==> config.mk <==
export PLATFORM = sky130hd
export DESIGN_NAME = dcd_decoder
export DESIGN_NICKNAME = d
export VERILOG_FILES = /design/src/rtl/dcd_pkg.sv /design/src/rtl/dcd_decoder.sv
export VERILOG_INCLUDE_DIRS = /design/src /design/src/rtl
export SDC_FILE = /design/constraint.sdc
export NUM_CORES = 1
export LEC_CHECK = 0
export ABC_AREA = 0
export BUFFER_PORTS_ARGS = -buffer_cell sky130_fd_sc_hd__buf_2
export CAP_MARGIN = 20
export CORE_MARGIN = 5
export CORE_UTILIZATION = 57
export CTS_BUF_LIST = sky130_fd_sc_hd__clkbuf_16
export DETAILED_ROUTE_END_ITERATION = 7
export PLACE_DENSITY = 0.78
export SYNTH_ARGS = -nofsm -noshare
export SYNTH_HDL_FRONTEND = slang
export SYNTH_SLANG_ARGS = --single-unit
==> constraint.sdc <==
create_clock -name clk -period 6.15 [get_ports clk]
set_input_delay 0.615 -clock clk [delete_from_list [all_inputs] [get_ports clk]]
set_output_delay 0.615 -clock clk [all_outputs]
set_load 0.01 [all_outputs]
==> src/rtl/dcd_consts.svh <==
`ifndef DCD_CONSTS_SVH
`define DCD_CONSTS_SVH

// ----------------------------------------
// Command codes
// ----------------------------------------
`define DCD_C_NOP 8'h00
`define DCD_C_SOFT_RESET_CMD 8'h01
`define DCD_C_SLPIN 8'h10
`define DCD_C_SLPOUT 8'h11
`define DCD_C_COLSET 8'h2a
`define DCD_C_ROWSET 8'h2b
`define DCD_C_MEMWR 8'h2c
`define DCD_C_MEMRD 8'h2e
`define DCD_C_PARTAR 8'h30
`define DCD_C_MACC 8'h36
`define DCD_C_PIXFMT 8'h3a
`define DCD_C_MEMWRC 8'h3c
`define DCD_C_MEMRDC 8'h3e
`define DCD_C_TEARSET 8'h44
`define DCD_C_SCANGET 8'h45
`define DCD_C_DEEP_STANDBY_BIT 8'h4f
`define DCD_C_BRWR 8'h51
`define DCD_C_BRRD 8'h52
`define DCD_C_CTLWR 8'h53
`define DCD_C_CTLRD 8'h54
`define DCD_C_ABCWR 8'h55
`define DCD_C_ABCRD 8'h56
`define DCD_C_MINWR 8'h5e
`define DCD_C_MINRD 8'h5f
`define DCD_C_LSCWR 8'h65
`define DCD_C_LSCHI 8'h66
`define DCD_C_LSCLO 8'h67
`define DCD_C_LOW_BW 8'h70
`define DCD_C_LOW_RG 8'h75
`define DCD_C_LOW_BA 8'h7a
`define DCD_C_COORD_LAST 8'h7e
`define DCD_C_MACCRD 8'h0b
`define DCD_C_FMTRD 8'h0c
`define DCD_C_CHK1 8'haa
`define DCD_C_CHK2 8'haf

// ----------------------------------------
// Sizes, masks and reset values
// ----------------------------------------
`define DCD_PKT_DEPTH 32
`define DCD_IMM_BITS 8'he0
`define DCD_DEEP_STANDBY_BIT_MASK 8'h01
`define DCD_CTL_MASK 8'h3f
`define DCD_ABC_MASK 8'h03
`define DCD_DEF_BYTE 8'h00
`define DCD_DEF_WORD 16'h0000
`define DCD_DEF_FMT 8'h77

`endif

==> src/rtl/dcd_pkg.sv <==
package dcd_pkg;

	// ----------------------------------------
	// Host transfer carrier
	// ----------------------------------------
	typedef enum logic [1:0] {DCD_K_IDLE, DCD_K_CMD, DCD_K_PARAM, DCD_K_READ} dcd_kind_t;

	typedef struct packed {
		logic valid; // Word present this cycle
		dcd_kind_t kind; // Address, parameter or read
		logic last; // Packet mode: final word of packet
		logic brk; // Packet mode: transfer broken
		logic [15:0] data; // Address or parameter word
	} dcd_hreq_t;

	typedef enum logic [1:0] {DCD_LINK_PACKET, DCD_LINK_PARALLEL, DCD_LINK_MDDI} dcd_link_t;

	typedef enum logic [2:0] {DCD_AT_NONE, DCD_AT_DIR, DCD_AT_FRAME, DCD_AT_LINE_COND, DCD_AT_BITWISE} dcd_timing_t;

	// ----------------------------------------
	// Applied configuration
	// ----------------------------------------
	typedef struct packed {
		logic sleep; // Sleep state
		logic [7:0] pixel_format;
		logic [7:0] mem_access;
		logic [15:0] col_start;
		logic [15:0] col_end;
		logic [15:0] row_start;
		logic [15:0] row_end;
		logic [15:0] part_start;
		logic [15:0] part_end;
		logic [15:0] tear_line;
		logic [7:0] deep_standby;
		logic [7:0] brightness;
		logic [7:0] disp_ctrl;
		logic [7:0] abc_mode;
		logic [7:0] min_bright;
		logic [15:0] sensor_coeff;
	} dcd_cfg_t;

	// Twelve 10-bit colour coordinates: Bkx Bky Wx Wy Rx Ry Gx Gy Bx By Ax Ay
	typedef logic [11:0][9:0] dcd_coords_t;

endpackage : dcd_pkg
==> src/rtl/dcd_decoder.sv <==
`include "dcd_consts.svh"
`timescale 1ns/1ps
`default_nettype none

module dcd_decoder (
	input wire logic clk,
	input wire logic resetn,
	input wire dcd_pkg::dcd_link_t link_mode, // Active host interface
	input wire dcd_pkg::dcd_hreq_t hreq, // Host words from the interface front end
	input wire logic frame_start, // Pulse at start of each display frame
	input wire logic line_start, // Pulse at start of each display line
	input wire logic [15:0] scan_line, // Current display scan line
	input wire dcd_pkg::dcd_coords_t coords, // Colour characteristics
	input wire logic [7:0] chk_first, // First checksum from memory side
	input wire logic [7:0] chk_cont, // Continue checksum from memory side
	output dcd_pkg::dcd_cfg_t cfg, // Configuration now in force
	output logic rd_valid, // Read answer strobe
	output logic [15:0] rd_data, // Read answer, upper byte zero
	output logic burst_active, // Frame memory burst in progress
	output logic soft_reset_done // Pulse when soft reset takes effect
);

	// ----------------------------------------
	// Functions
	// ----------------------------------------

	// Parameter bytes each known write command expects
	function automatic logic [7:0] dcd_param_count(input logic [7:0] c);
		logic [7:0] n;
		n = 8'h00;
		if (c == `DCD_C_COLSET || c == `DCD_C_ROWSET || c == `DCD_C_PARTAR) begin
			n = 8'h04;
		end else if (c == `DCD_C_TEARSET || c == `DCD_C_LSCWR) begin
			n = 8'h02;
		end else if (c == `DCD_C_MACC || c == `DCD_C_PIXFMT || c == `DCD_C_DEEP_STANDBY_BIT || c == `DCD_C_BRWR ||
			c == `DCD_C_CTLWR || c == `DCD_C_ABCWR || c == `DCD_C_MINWR) begin
			n = 8'h01;
		end
		return n;
	endfunction : dcd_param_count

	// When a write command takes effect
	function automatic dcd_pkg::dcd_timing_t dcd_timing(input logic [7:0] c);
		dcd_pkg::dcd_timing_t t;
		t = dcd_pkg::DCD_AT_NONE;
		if (c == `DCD_C_NOP || c == `DCD_C_SLPOUT || c == `DCD_C_COLSET || c == `DCD_C_ROWSET ||
			c == `DCD_C_PIXFMT || c == `DCD_C_MEMWR || c == `DCD_C_MEMRD || c == `DCD_C_MEMWRC ||
			c == `DCD_C_MEMRDC) begin
			t = dcd_pkg::DCD_AT_DIR;
		end else if (c == `DCD_C_SLPIN || c == `DCD_C_PARTAR || c == `DCD_C_TEARSET || c == `DCD_C_DEEP_STANDBY_BIT ||
			c == `DCD_C_BRWR || c == `DCD_C_CTLWR || c == `DCD_C_ABCWR || c == `DCD_C_MINWR ||
			c == `DCD_C_LSCWR) begin
			t = dcd_pkg::DCD_AT_FRAME;
		end else if (c == `DCD_C_SOFT_RESET_CMD) begin
			t = dcd_pkg::DCD_AT_LINE_COND;
		end else if (c == `DCD_C_MACC) begin
			t = dcd_pkg::DCD_AT_BITWISE;
		end
		return t;
	endfunction : dcd_timing

	// Shared low-bits byte of four coordinates, first one on top
	function automatic logic [7:0] dcd_low_bits(input dcd_pkg::dcd_coords_t cc, input int base);
		return {cc[base][1:0], cc[base+1][1:0], cc[base+2][1:0], cc[base+3][1:0]};
	endfunction : dcd_low_bits

	// Software reset image of every command register
	function automatic dcd_pkg::dcd_cfg_t dcd_defaults();
		dcd_pkg::dcd_cfg_t d;
		d = '0;
		d.sleep = 1'b1;
		d.pixel_format = `DCD_DEF_FMT;
		d.mem_access = `DCD_DEF_BYTE;
		d.tear_line = `DCD_DEF_WORD;
		d.brightness = `DCD_DEF_BYTE;
		return d;
	endfunction : dcd_defaults

	// ----------------------------------------
	// State
	// ----------------------------------------
	logic [7:0] cmd_r; // Command being collected
	logic [7:0] idx_r; // Next parameter index
	logic open_r; // Command awaiting parameters
	logic [7:0] buf_r [0:`DCD_PKT_DEPTH-1]; // Staged parameter bytes
	dcd_pkg::dcd_cfg_t live_r; // Values in force
	dcd_pkg::dcd_cfg_t shadow_r; // Values written, waiting for boundary
	logic frame_pend_r; // Shadow holds frame-synchronised change
	logic line_pend_r; // Soft reset waits for next line
	logic rd_valid_r;
	logic [15:0] rd_data_r;
	logic burst_r;
	logic swr_done_r;

	// ----------------------------------------
	// Decode of the current host word
	// ----------------------------------------
	logic is_pkt; // Packet interface selected
	logic cmd_evt; // Address word
	logic par_evt; // Parameter word
	logic rd_evt; // Read request
	logic [7:0] new_cmd; // Code carried by an address word
	logic [7:0] c_cmd; // Command that commits this cycle
	logic commit; // Command complete and known
	logic [7:0] p0; // First four parameters incl. this word
	logic [7:0] p1;
	logic [7:0] p2;
	logic [7:0] p3;
	logic [7:0] cnt; // Expected parameter count

	always_comb begin
		is_pkt = (link_mode == dcd_pkg::DCD_LINK_PACKET);
		cmd_evt = hreq.valid && hreq.kind == dcd_pkg::DCD_K_CMD;
		par_evt = hreq.valid && hreq.kind == dcd_pkg::DCD_K_PARAM && open_r;
		rd_evt = hreq.valid && hreq.kind == dcd_pkg::DCD_K_READ;
		// Code in the upper byte of a 16-bit address off-packet
		new_cmd = is_pkt ? hreq.data[7:0] : hreq.data[15:8];
		c_cmd = cmd_evt ? new_cmd : cmd_r;
		cnt = dcd_param_count(c_cmd);
		commit = 1'b0;
		if (cmd_evt) begin
			if (is_pkt) begin
				commit = hreq.last && !hreq.brk;
			end else begin
				// MDDI must wait for the dummy word
				commit = (cnt == 8'h00) && link_mode != dcd_pkg::DCD_LINK_MDDI;
			end
		end else if (par_evt) begin
			if (is_pkt) begin
				commit = hreq.last && !hreq.brk;
			end else if (cnt == 8'h00) begin
				commit = (link_mode == dcd_pkg::DCD_LINK_MDDI);
			end else begin
				// Groups latch only after the last sub-address
				commit = (idx_r == cnt - 8'h01);
			end
		end
		// Unmapped codes never reach the registers
		if (dcd_timing(c_cmd) == dcd_pkg::DCD_AT_NONE) begin
			commit = 1'b0;
		end
		// Merge the arriving byte over the staged ones; upper data bits ignored
		p0 = (par_evt && idx_r == 8'h00) ? hreq.data[7:0] : buf_r[0];
		p1 = (par_evt && idx_r == 8'h01) ? hreq.data[7:0] : buf_r[1];
		p2 = (par_evt && idx_r == 8'h02) ? hreq.data[7:0] : buf_r[2];
		p3 = (par_evt && idx_r == 8'h03) ? hreq.data[7:0] : buf_r[3];
	end

	// ----------------------------------------
	// Command and parameter capture
	// ----------------------------------------

	// Packet mode stages up to the buffer depth; later bytes are dropped until idx_r wraps at 256 and staging restarts at 0
	always_ff @(posedge clk or negedge resetn) begin
		if (!resetn) begin
			cmd_r <= `DCD_C_NOP;
			idx_r <= 8'h00;
			open_r <= 1'b0;
		end else if (hreq.valid && hreq.brk) begin
			// Broken transfer: the command closes; in packet mode the breaking word commits nothing
			open_r <= 1'b0;
		end else if (cmd_evt) begin
			cmd_r <= new_cmd;
			idx_r <= is_pkt ? 8'h00 : hreq.data[7:0];
			open_r <= !commit && !(is_pkt && hreq.last);
		end else if (par_evt) begin
			idx_r <= idx_r + 8'h01;
			open_r <= is_pkt ? !hreq.last : 1'b1;
		end
	end

	// Staging buffer has no reset; bytes staged by earlier transfers stay in place and are read by a later short command
	always_ff @(posedge clk) begin
		if (par_evt && idx_r < 8'(`DCD_PKT_DEPTH)) begin
			buf_r[idx_r[4:0]] <= hreq.data[7:0];
		end
	end

	// ----------------------------------------
	// Execution and synchronised apply
	// ----------------------------------------

	// Shadow always tracks what was written; live follows at the boundary unless a no-operation or burst start commits on that edge
	always_ff @(posedge clk or negedge resetn) begin
		if (!resetn) begin
			live_r <= dcd_defaults();
			shadow_r <= dcd_defaults();
			frame_pend_r <= 1'b0;
			line_pend_r <= 1'b0;
			swr_done_r <= 1'b0;
		end else if (line_pend_r && line_start) begin
			// Soft reset deferred to the line boundary while awake
			live_r <= dcd_defaults();
			shadow_r <= dcd_defaults();
			frame_pend_r <= 1'b0;
			line_pend_r <= 1'b0;
			swr_done_r <= 1'b1;
		end else if (commit && c_cmd == `DCD_C_SOFT_RESET_CMD && live_r.sleep) begin
			// Asleep: soft reset takes effect at once
			live_r <= dcd_defaults();
			shadow_r <= dcd_defaults();
			frame_pend_r <= 1'b0;
			swr_done_r <= 1'b1;
		end else begin
			swr_done_r <= 1'b0;
			if (frame_pend_r && frame_start) begin
				// Whole shadow moves over; direct fields already agree
				live_r <= shadow_r;
				frame_pend_r <= 1'b0;
			end
			if (commit) begin
				case (c_cmd)
					`DCD_C_SOFT_RESET_CMD: begin
						line_pend_r <= 1'b1;
					end
					`DCD_C_SLPOUT: begin
						live_r.sleep <= 1'b0;
						shadow_r.sleep <= 1'b0;
					end
					`DCD_C_SLPIN: begin
						shadow_r.sleep <= 1'b1;
						frame_pend_r <= 1'b1;
					end
					`DCD_C_PIXFMT: begin
						live_r.pixel_format <= p0;
						shadow_r.pixel_format <= p0;
					end
					`DCD_C_COLSET: begin
						live_r.col_start <= {p0, p1};
						live_r.col_end <= {p2, p3};
						shadow_r.col_start <= {p0, p1};
						shadow_r.col_end <= {p2, p3};
					end
					`DCD_C_ROWSET: begin
						live_r.row_start <= {p0, p1};
						live_r.row_end <= {p2, p3};
						shadow_r.row_start <= {p0, p1};
						shadow_r.row_end <= {p2, p3};
					end
					`DCD_C_MACC: begin
						// Orientation bits now, refresh order bits at frame
						live_r.mem_access <= (p0 & `DCD_IMM_BITS) | (live_r.mem_access & ~`DCD_IMM_BITS);
						shadow_r.mem_access <= p0;
						frame_pend_r <= 1'b1;
					end
					`DCD_C_PARTAR: begin
						shadow_r.part_start <= {p0, p1};
						shadow_r.part_end <= {p2, p3};
						frame_pend_r <= 1'b1;
					end
					`DCD_C_TEARSET: begin
						shadow_r.tear_line <= {p0, p1};
						frame_pend_r <= 1'b1;
					end
					`DCD_C_DEEP_STANDBY_BIT: begin
						shadow_r.deep_standby <= p0 & `DCD_DEEP_STANDBY_BIT_MASK;
						frame_pend_r <= 1'b1;
					end
					`DCD_C_BRWR: begin
						shadow_r.brightness <= p0;
						frame_pend_r <= 1'b1;
					end
					`DCD_C_CTLWR: begin
						shadow_r.disp_ctrl <= p0 & `DCD_CTL_MASK;
						frame_pend_r <= 1'b1;
					end
					`DCD_C_ABCWR: begin
						shadow_r.abc_mode <= p0 & `DCD_ABC_MASK;
						frame_pend_r <= 1'b1;
					end
					`DCD_C_MINWR: begin
						shadow_r.min_bright <= p0;
						frame_pend_r <= 1'b1;
					end
					`DCD_C_LSCWR: begin
						shadow_r.sensor_coeff <= {p0, p1};
						frame_pend_r <= 1'b1;
					end
					default: begin
						// No-operation and burst starts hold live_r, undoing a frame apply in the same cycle
						live_r <= live_r;
					end
				endcase
			end
		end
	end

	// ----------------------------------------
	// Frame memory burst tracking
	// ----------------------------------------

	// Any address word not marked broken ends a burst; burst commands open a new one
	always_ff @(posedge clk or negedge resetn) begin
		if (!resetn) begin
			burst_r <= 1'b0;
		end else if (swr_done_r) begin
			burst_r <= 1'b0;
		end else if (commit) begin
			burst_r <= (c_cmd == `DCD_C_MEMWR || c_cmd == `DCD_C_MEMRD ||
				c_cmd == `DCD_C_MEMWRC || c_cmd == `DCD_C_MEMRDC);
		end else if (cmd_evt && !hreq.brk) begin
			burst_r <= 1'b0;
		end
	end

	// ----------------------------------------
	// Read answers
	// ----------------------------------------

	// One answer per read word, one cycle later; unknown reads answer zero
	always_ff @(posedge clk or negedge resetn) begin
		if (!resetn) begin
			rd_valid_r <= 1'b0;
			rd_data_r <= `DCD_DEF_WORD;
		end else begin
			rd_valid_r <= rd_evt;
			if (rd_evt) begin
				// Upper byte of every answer stays zero
				rd_data_r[15:8] <= `DCD_DEF_BYTE;
				if (hreq.data[15:8] == `DCD_C_SCANGET) begin
					rd_data_r[7:0] <= (hreq.data[7:0] == 8'h00) ? scan_line[15:8] : scan_line[7:0];
				end else if (hreq.data[15:8] == `DCD_C_BRRD) begin
					rd_data_r[7:0] <= live_r.brightness;
				end else if (hreq.data[15:8] == `DCD_C_CTLRD) begin
					rd_data_r[7:0] <= live_r.disp_ctrl;
				end else if (hreq.data[15:8] == `DCD_C_ABCRD) begin
					rd_data_r[7:0] <= live_r.abc_mode;
				end else if (hreq.data[15:8] == `DCD_C_MINRD) begin
					// Shows the written value before the frame boundary
					rd_data_r[7:0] <= shadow_r.min_bright;
				end else if (hreq.data[15:8] == `DCD_C_LSCHI) begin
					rd_data_r[7:0] <= live_r.sensor_coeff[15:8];
				end else if (hreq.data[15:8] == `DCD_C_LSCLO) begin
					rd_data_r[7:0] <= live_r.sensor_coeff[7:0];
				end else if (hreq.data[15:8] == `DCD_C_MACCRD) begin
					rd_data_r[7:0] <= live_r.mem_access;
				end else if (hreq.data[15:8] == `DCD_C_FMTRD) begin
					rd_data_r[7:0] <= live_r.pixel_format;
				end else if (hreq.data[15:8] == `DCD_C_CHK1) begin
					rd_data_r[7:0] <= chk_first;
				end else if (hreq.data[15:8] == `DCD_C_CHK2) begin
					rd_data_r[7:0] <= chk_cont;
				end else if (hreq.data[15:8] == `DCD_C_LOW_BW) begin
					rd_data_r[7:0] <= dcd_low_bits(coords, 0);
				end else if (hreq.data[15:8] == `DCD_C_LOW_RG) begin
					rd_data_r[7:0] <= dcd_low_bits(coords, 4);
				end else if (hreq.data[15:8] == `DCD_C_LOW_BA) begin
					rd_data_r[7:0] <= dcd_low_bits(coords, 8);
				end else if (hreq.data[15:8] > `DCD_C_LOW_BW && hreq.data[15:8] <= `DCD_C_COORD_LAST) begin
					// Upper eight bits; the top bit weighs one half
					rd_data_r[7:0] <= coords[4'(dcd_coord_idx(hreq.data[15:8]))][9:2];
				end else begin
					rd_data_r[7:0] <= `DCD_DEF_BYTE;
				end
			end
		end
	end

	// Coordinate slot for an upper-bits read code, skipping the low-bit codes
	function automatic logic [7:0] dcd_coord_idx(input logic [7:0] c);
		logic [7:0] k;
		k = c - `DCD_C_LOW_BW - 8'h01;
		if (c > `DCD_C_LOW_BA) begin
			k = k - 8'h02;
		end else if (c > `DCD_C_LOW_RG) begin
			k = k - 8'h01;
		end
		return k;
	endfunction : dcd_coord_idx

	// ----------------------------------------
	// Outputs
	// ----------------------------------------
	assign cfg = live_r;
	assign rd_valid = rd_valid_r;
	assign rd_data = rd_data_r;
	assign burst_active = burst_r;
	assign soft_reset_done = swr_done_r;

endmodule : dcd_decoder

`default_nettype wire

# == After elaboration in Yosys (flattened, before gate mapping) ==
# Memory sizes are Yosys's and may differ from the RTL's.
# Index checks and enable logic that the tools add are counted.
# totals
reg_bits,400
latch_bits,0
ramBits,256
romBits,0
inputBits,179
output_inout_bits,204
wordCells,308
n_memories,1
# mem_list
memory,words,width,rd,rd_clocked_by_memory_dff,wr,line,source
buf_r,32,8,4,0,1,dcd_decoder.sv:85,logic [7:0] buf_r [0:`DCD_PKT_DEPTH-1];
# op_classes
add_sub_neg,6
multipliers,0
n_div,0
magnitude_cmp,6
eq_ne,49
shift,0
mux,104
bitwise_logic,2
n_reduce_logical,99
# op_table
op,n
2-to-1 mux 185 bit,7
2-to-1 mux 8 bit,34
"equality test 8 x 7 -> 1 bit, second input constant",17
case mux 32 bit (2 select lines),2
2-to-1 mux 104 bit,1
2-to-1 mux 32 bit,3
"equality test 8 x 6 -> 1 bit, second input constant",9
2-to-1 mux 4 bit,18
OR reduction 14 bit,5
nonzero test 3 bit,15
binary-select mux 10 bit (select 4 bit),1
zero test 8 bit,4
2-to-1 mux 16 bit,2
case mux 8 bit (2 select lines),2
logical OR 1 bit,28
AND reduction 2 bit,14
2-to-1 mux 1 bit,27
"inequality test 5 x 2 -> 1 bit, second input constant",5
"> comparator 8 x 7 -> 1 bit, second input constant",3
logical AND 1 bit,20
"equality test 8 x 1 -> 1 bit, second input constant",2
"equality test 8 x 2 -> 1 bit, second input constant",2
"equality test 8 x 4 -> 1 bit, second input constant",2
"equality test 8 x 5 -> 1 bit, second input constant",2
other kinds (26),41

# == Longest topological paths before layout ==
# depth
ltp_word,38
mapped_depth,24

# == Worst setup path after synthesis ==
# OpenSTA, ideal clock, no wires.
# synth_timing
kind,input to register
from,input port hreq[7] (netlist name)
to,"register live_r, in the netlist cfg[163]"
setup_time_ns,0.121
arrival_time_ns,4.909
path_slack_ns,1.120
stages,20
path_buffers,4
cell_sequence,clkbuf_1 > or4b_1 > o21ai_1 > a31oi_1 > a31oi_2 > nand2b_1 > nor2_1 > ha_1 > ha_1 > or3_1 > a2111oi_0 > nand2_1 > o21ai_2 > o21ai_2 > buf_6 > or4b_1 > buf_4 > buf_6 > mux2i_1 > a22o_1
# synth_via
elab_chain_cells,23
word_cells_on_any_way,73
cone_classes,add/sub: 1; eq/ne: 21; mux: 19; reduce/logical: 32
# synth_rtl
item,line,source
from (decl),dcd_decoder.sv:9,"input wire dcd_pkg::dcd_hreq_t hreq,"
2-to-1 mux 8 bit (*),dcd_decoder.sv:117,new_cmd = is_pkt ? hreq.data[7:0] : hreq.data[15:8];
2-to-1 mux 8 bit (*),-,
equality test 8 x 6 -> 1 bit,dcd_decoder.sv:212,case (c_cmd)
logical OR 1 bit (no source line) (6 in a row),-,
2-to-1 mux 1 bit,dcd_decoder.sv:35,end else if (c == `DCD_C_MACC || c == `DCD_C_PIXFMT || c == `DCD_C_DEEP_STANDBY_BIT || c == `DCD_C_BRWR ||
2-to-1 mux 8 bit,dcd_decoder.sv:33,end else if (c == `DCD_C_TEARSET || c == `DCD_C_LSCWR) begin
2-to-1 mux 8 bit,dcd_decoder.sv:31,if (c == `DCD_C_COLSET || c == `DCD_C_ROWSET || c == `DCD_C_PARTAR) begin
subtractor 8 x 1 -> 8 bit,dcd_decoder.sv:135,commit = (idx_r == cnt - 8'h01);
[2 not listed],-,
2-to-1 mux 1 bit,dcd_decoder.sv:129,if (is_pkt) begin
2-to-1 mux 1 bit,dcd_decoder.sv:128,end else if (par_evt) begin
2-to-1 mux 1 bit,dcd_decoder.sv:121,if (cmd_evt) begin
2-to-1 mux 1 bit,dcd_decoder.sv:139,if (dcd_timing(c_cmd) == dcd_pkg::DCD_AT_NONE) begin
logical AND 1 bit (no source line),-,
logical AND 1 bit,dcd_decoder.sv:198,end else if (commit && c_cmd == `DCD_C_SOFT_RESET_CMD && live_r.sleep) begin
2-to-1 mux 185 bit,dcd_decoder.sv:198,
2-to-1 mux 185 bit,dcd_decoder.sv:191,end else if (line_pend_r && line_start) begin
to (signal assigned),dcd_decoder.sv:193,live_r <= dcd_defaults();
to (signal assigned),dcd_decoder.sv:200,live_r <= dcd_defaults();
to (signal assigned),dcd_decoder.sv:208,live_r <= shadow_r;
to (decl),dcd_decoder.sv:86,dcd_pkg::dcd_cfg_t live_r;
# Mark *: on every way between the ends. The rest lies on a longest branch, timed or not.
# A chain may end at the register's enable or synchronous reset.

# == Final worst setup path ==
# layout_timing
from,input port link_mode[1]
to,register shadow_r[172] (netlist name)
# layout_via
elab_chain_cells,24
word_cells_on_any_way,75
cone_classes,add/sub: 1; eq/ne: 22; mux: 17; reduce/logical: 35
# layout_rtl
item,line,source
from (decl),dcd_decoder.sv:8,"input wire dcd_pkg::dcd_link_t link_mode,"
zero test 2 bit,dcd_decoder.sv:112,is_pkt = (link_mode == dcd_pkg::DCD_LINK_PACKET);
2-to-1 mux 8 bit,dcd_decoder.sv:117,
2-to-1 mux 8 bit,-,
equality test 8 x 6 -> 1 bit (on tied branches),-,
logical OR 1 bit (no source line) (6 in a row),-,
2-to-1 mux 1 bit,dcd_decoder.sv:35,
2-to-1 mux 8 bit,dcd_decoder.sv:33,
2-to-1 mux 8 bit,dcd_decoder.sv:31,
[3 not listed],-,
2-to-1 mux 1 bit,dcd_decoder.sv:129,
2-to-1 mux 1 bit,dcd_decoder.sv:128,
2-to-1 mux 1 bit,dcd_decoder.sv:121,
2-to-1 mux 1 bit,dcd_decoder.sv:139,
logical AND 1 bit (no source line),-,
logical AND 1 bit,dcd_decoder.sv:198,
nonzero test 3 bit (no source line) / 2-to-1 mux 185 bit (equally long branches),-,
AND reduction 2 bit (no source line) / 2-to-1 mux 185 bit (equally long branches),-,
to (signal assigned),dcd_decoder.sv:187,shadow_r <= dcd_defaults();
to (signal assigned),dcd_decoder.sv:194,shadow_r <= dcd_defaults();
to (signal assigned),dcd_decoder.sv:201,shadow_r <= dcd_defaults();
to (decl),dcd_decoder.sv:87,dcd_pkg::dcd_cfg_t shadow_r;
# Parallel ways exist; a longest one is shown, timed or not.

==> reports/results.tsv <==
stage	metric	value	unit
finish	fraction of layout cells with a size suffix above 1	26.8	%
logic_synthesis	Netlist cell types	90	
logic_synthesis	FFs w/ async S/R, synth	92.0	%
logic_synthesis	Seq cells post-synth	402	
clock_network	clock-pin transition on the worst setup and hold timing paths	60	ps
clock_network	H-tree depth	2	
floorplanning	floorplan core area	36600	µm²
floorplanning	FP Rows	70	
floorplanning	# IOs	383	
critical_path	largest fanout on the critical path	101	
critical_path	CP Launch Type	input pin	
global_route	vias in the first global route	18300	
global_route	first-pass GRT wire length	109000	µm
detailed_routing	final wirelength	71000	µm
power	power per cell area	251	nW/µm²
logic_synthesis	Yosys warnings	0	
clock_network	Setup Fix Bufs, Post-CTS	0	
critical_path	worst r2r src	cmd_r[7]	
clock_network	CTS tree	yes	
finish	multi-input logic area	10100	µm²
timing	Rel. slew slack	22.8	%
critical_path	Crit Path Category	input pin to flip-flop	
logic_synthesis	post-synthesis xor/xnor area fraction	0.449	%
floorplanning	DIE AREA	41100	µm²
critical_path	crit-path max cell delay	510	ps
finish	final non-filler cell total	2838	
global_route	pin count of the biggest net entering global routing	175	
finish	FF+latch area	10200	µm²
timing	hold_ws	161	ps
detailed_routing	Final ANT Viol Nets	0	
clock_network	hold buffer count at CTS	0	
timing	RSZ-0062 raised after global routing	no	
timing	Final Setup Violations	0	
floorplanning	Die Width	203	µm
finish	nets	2533	
logic_synthesis	Post-synth top flop	dfrtp_1	
logic_synthesis	mux share of post-synthesis cell area	15.8	%
critical_path	Critical R2R Capture	shadow_r[172]	
logic_synthesis	Compound-Gate Fraction of Synth Area	16.6	%
timing	setup TNS	0	ps
timing	f_max	183	MHz
status	status	finished clean	
global_route	Overflow after GRT	0	
power	Leak	0.0117	µW
critical_path	crit-path cells	buf_2 -> or2_1 -> mux2i_2 -> and4_1 -> o21bai_1 -> or2_2 -> ha_1 -> ha_1 -> or3_1 -> a2111oi_0 -> nand2_1 -> o21ai_2 -> o21ai_2 -> buf_4 -> o21a_1 -> inv_6 -> buf_12 -> nor2_1 -> mux2_2	
detailed_routing	Via Count	18400	
logic_synthesis	top cells by area, synth	dfrtp_1, mux2i_1, edfxtp_1	
critical_path	Critical-path top delay cell	or2_1	
detailed_routing	initial drt markers	1915	
finish	synthesis-to-finish area growth	16.5	%
place	placed cells	2763	
critical_path	Critical Path AT	5880	ps
timing	Clock Skew	26.2	ps
clock_network	CTS Root Cell	clkbuf_16	
run	max_cap viols	0	
floorplanning	die height	203	µm
logic_synthesis	Post-Syn Area	21200	µm²
place	detailed placement HPWL	50100	µm
global_route	initial antenna violation count	0	
logic_synthesis	Adder-Cell Fraction of Synth Area	0.887	%
critical_path	Crit. Startpoint	link_mode[1]	
place	GP Congestion	1.00	
timing	final max-slew violation count	0	
critical_path	R2R cell count	18	
detailed_routing	1st-pass router iterations	5	
detailed_routing	Residual DRC	0	
logic_synthesis	post-synth top area cell	dfrtp_1	
critical_path	Critical Path Sink Type	flip-flop	
timing	Hold Vio Cnt, Final	0	
finish	# diodes	0	
floorplanning	Initial Utilization	57.8	%
clock_network	Worst-Skew Late Latency	560	ps
timing	worst-margin pin slew	1160	ps
clock_network	PostCTS Resize Cnt	0	
logic_synthesis	number of synthesized flops with an enable pin	32	
timing	minimum clock period	5470	ps
power	worst vdd ir	205	µV
clock_network	CTS Buffer Depth	3	
timing	final worst path period share	88.9	%
logic_synthesis	synthesized area per cell	10.4	µm²
logic_synthesis	Yosys top cell area share	42.1	%
clock_network	CTS sink cnt	402	
logic_synthesis	post-synthesis simple-gate area fraction	13.3	%
critical_path	CP required	6570	ps
critical_path	R2R Setup Slk	840	ps
logic_synthesis	largest family of logic cells by synthesized area	compound AO/OA/AOI/OAI gates	
detailed_routing	routed len/inst	25.0	µm
global_route	Tot GR Track Use	33.6	%
clock_network	CTS Buf Count	42	
detailed_routing	vias per inst	6.47	
place	input/output buffers	359	
min_path	min-delay worst type	input pin to async pin	
finish	Fill cells	2829	
logic_synthesis	Seq/Total Area, Yosys	48.4	%
logic_synthesis	Mapped Cells	2033	
## registers in the layout, indices dropped and copies added (netlist names)
name / flops
cfg: 170
shadow_r: 170
buf_r: 32
cmd_r: 8
idx_r: 8
rd_data: 8
burst_active: 1
frame_pend_r: 1
line_pend_r: 1
open_r: 1
rd_valid: 1
soft_reset_done: 1
## worst max-delay path: cells and delay by family
family	cells	cell delay [ps]
simple gates	6	1780
mux	2	780
fa+ha+maj	2	440
compound gates	5	1130
buf+inv	4	1020
## worst max-delay path by stage
| stage | endpoint | cells past startpoint | slack, ps |
|---|---|---|---|
| floorplan | cfg[163] | 20 | 1120 |
| global route | shadow_r[165] | 19 | 330 |
| global placement | cfg[152] | 18 | 260 |
| finish | shadow_r[172] | 19 | 680 |
| detailed placement | shadow_r[165] | 19 | 270 |
| CTS | shadow_r[172] | 19 | 820 |
## metrics by stage
| step | utilization, % | setup slack [ps] | power (µW) | area [µm²] |
|---|---|---|---|---|
| after floorplan | - | 1120 | 3480 | 21200 |
| after global placement | 63.9 | 265 | 3820 | 23400 |
| after detailed placement | 63.9 | 267 | 3840 | 23400 |
| after CTS | 67.3 | 825 | 6200 | 24600 |
| after global routing | 67.3 | 327 | 6420 | 24600 |
| final | 67.3 | 683 | 6190 | 24600 |
## routing by layer
metal	vias to the layer above	global-route usage, %	routed length [µm]
met4	0	11.4	2660
met5	-	0	0
li1	8056	-	-
met2	937	52.4	32800
met3	167	6.60	5960
met1	9198	47.8	29500
## synth_stat cells (20+ instances only)
library cell    n
buf_2          45
nand3_1        39
o22ai_1        23
mux2i_1       194
nor2_1        179
o21ai_0        54
a211oi_1       73
buf_4          28
a221oi_1       24
clkbuf_1       87
nand2_1       245
a21oi_1       142
a22o_1         64
mux2_2         81
edfxtp_1       32
mux4_2         20
dfrtp_1       356
o31ai_1        21
nor3_1         28
## cell type report
type / instances / area share [%]
clock buffers: 42 / 4.26
clock inverters: 33 / 0.893
inverters: 17 / 0.279
multi-input cells: 1459 / 41.1
flip-flops and latches: 402 / 41.5
well taps: 468 / 2.38
repair buffers: 417 / 9.60
## placed cells by master (no fill, tap or decap), types with 12 or more instances in the layout
master,instances
a211oi_1,73
a21oi_1,140
a221oi_1,24
a22o_1,64
a31oi_1,15
and2_1,13
and3_1,12
buf_2,358
buf_4,48
clkbuf_16,42
conb_1,23
dfrtp_1,356
dfstp_2,14
edfxtp_1,32
ha_1,15
inv_1,24
mux2_2,81
mux2i_1,190
mux4_2,20
nand2_1,245
nand3_1,39
nor2_1,178
nor3_1,28
nor4_1,13
o21ai_0,54
o22ai_1,23
o31ai_1,21
## power breakdown
group	internal [µW]	switching (µW)
clock network	1330	1050
logic	364	489
registers	2820	142
total	4510	1680
## cells by family (layout without fill, tap and decap cells)
kind of cell / count (synthesis) / count (layout)
other: 1 / 23
buffers and inverters: 194 / 509
and+or+nand+nor: 607 / 607
adders and majority gates: 15 / 15
DFF: 402 / 402
xor gates and xnor gates: 10 / 10
muxes: 297 / 297
AOI/OAI and AO/OA: 507 / 507
No activity file was read; power rests on OpenSTA's default activity.
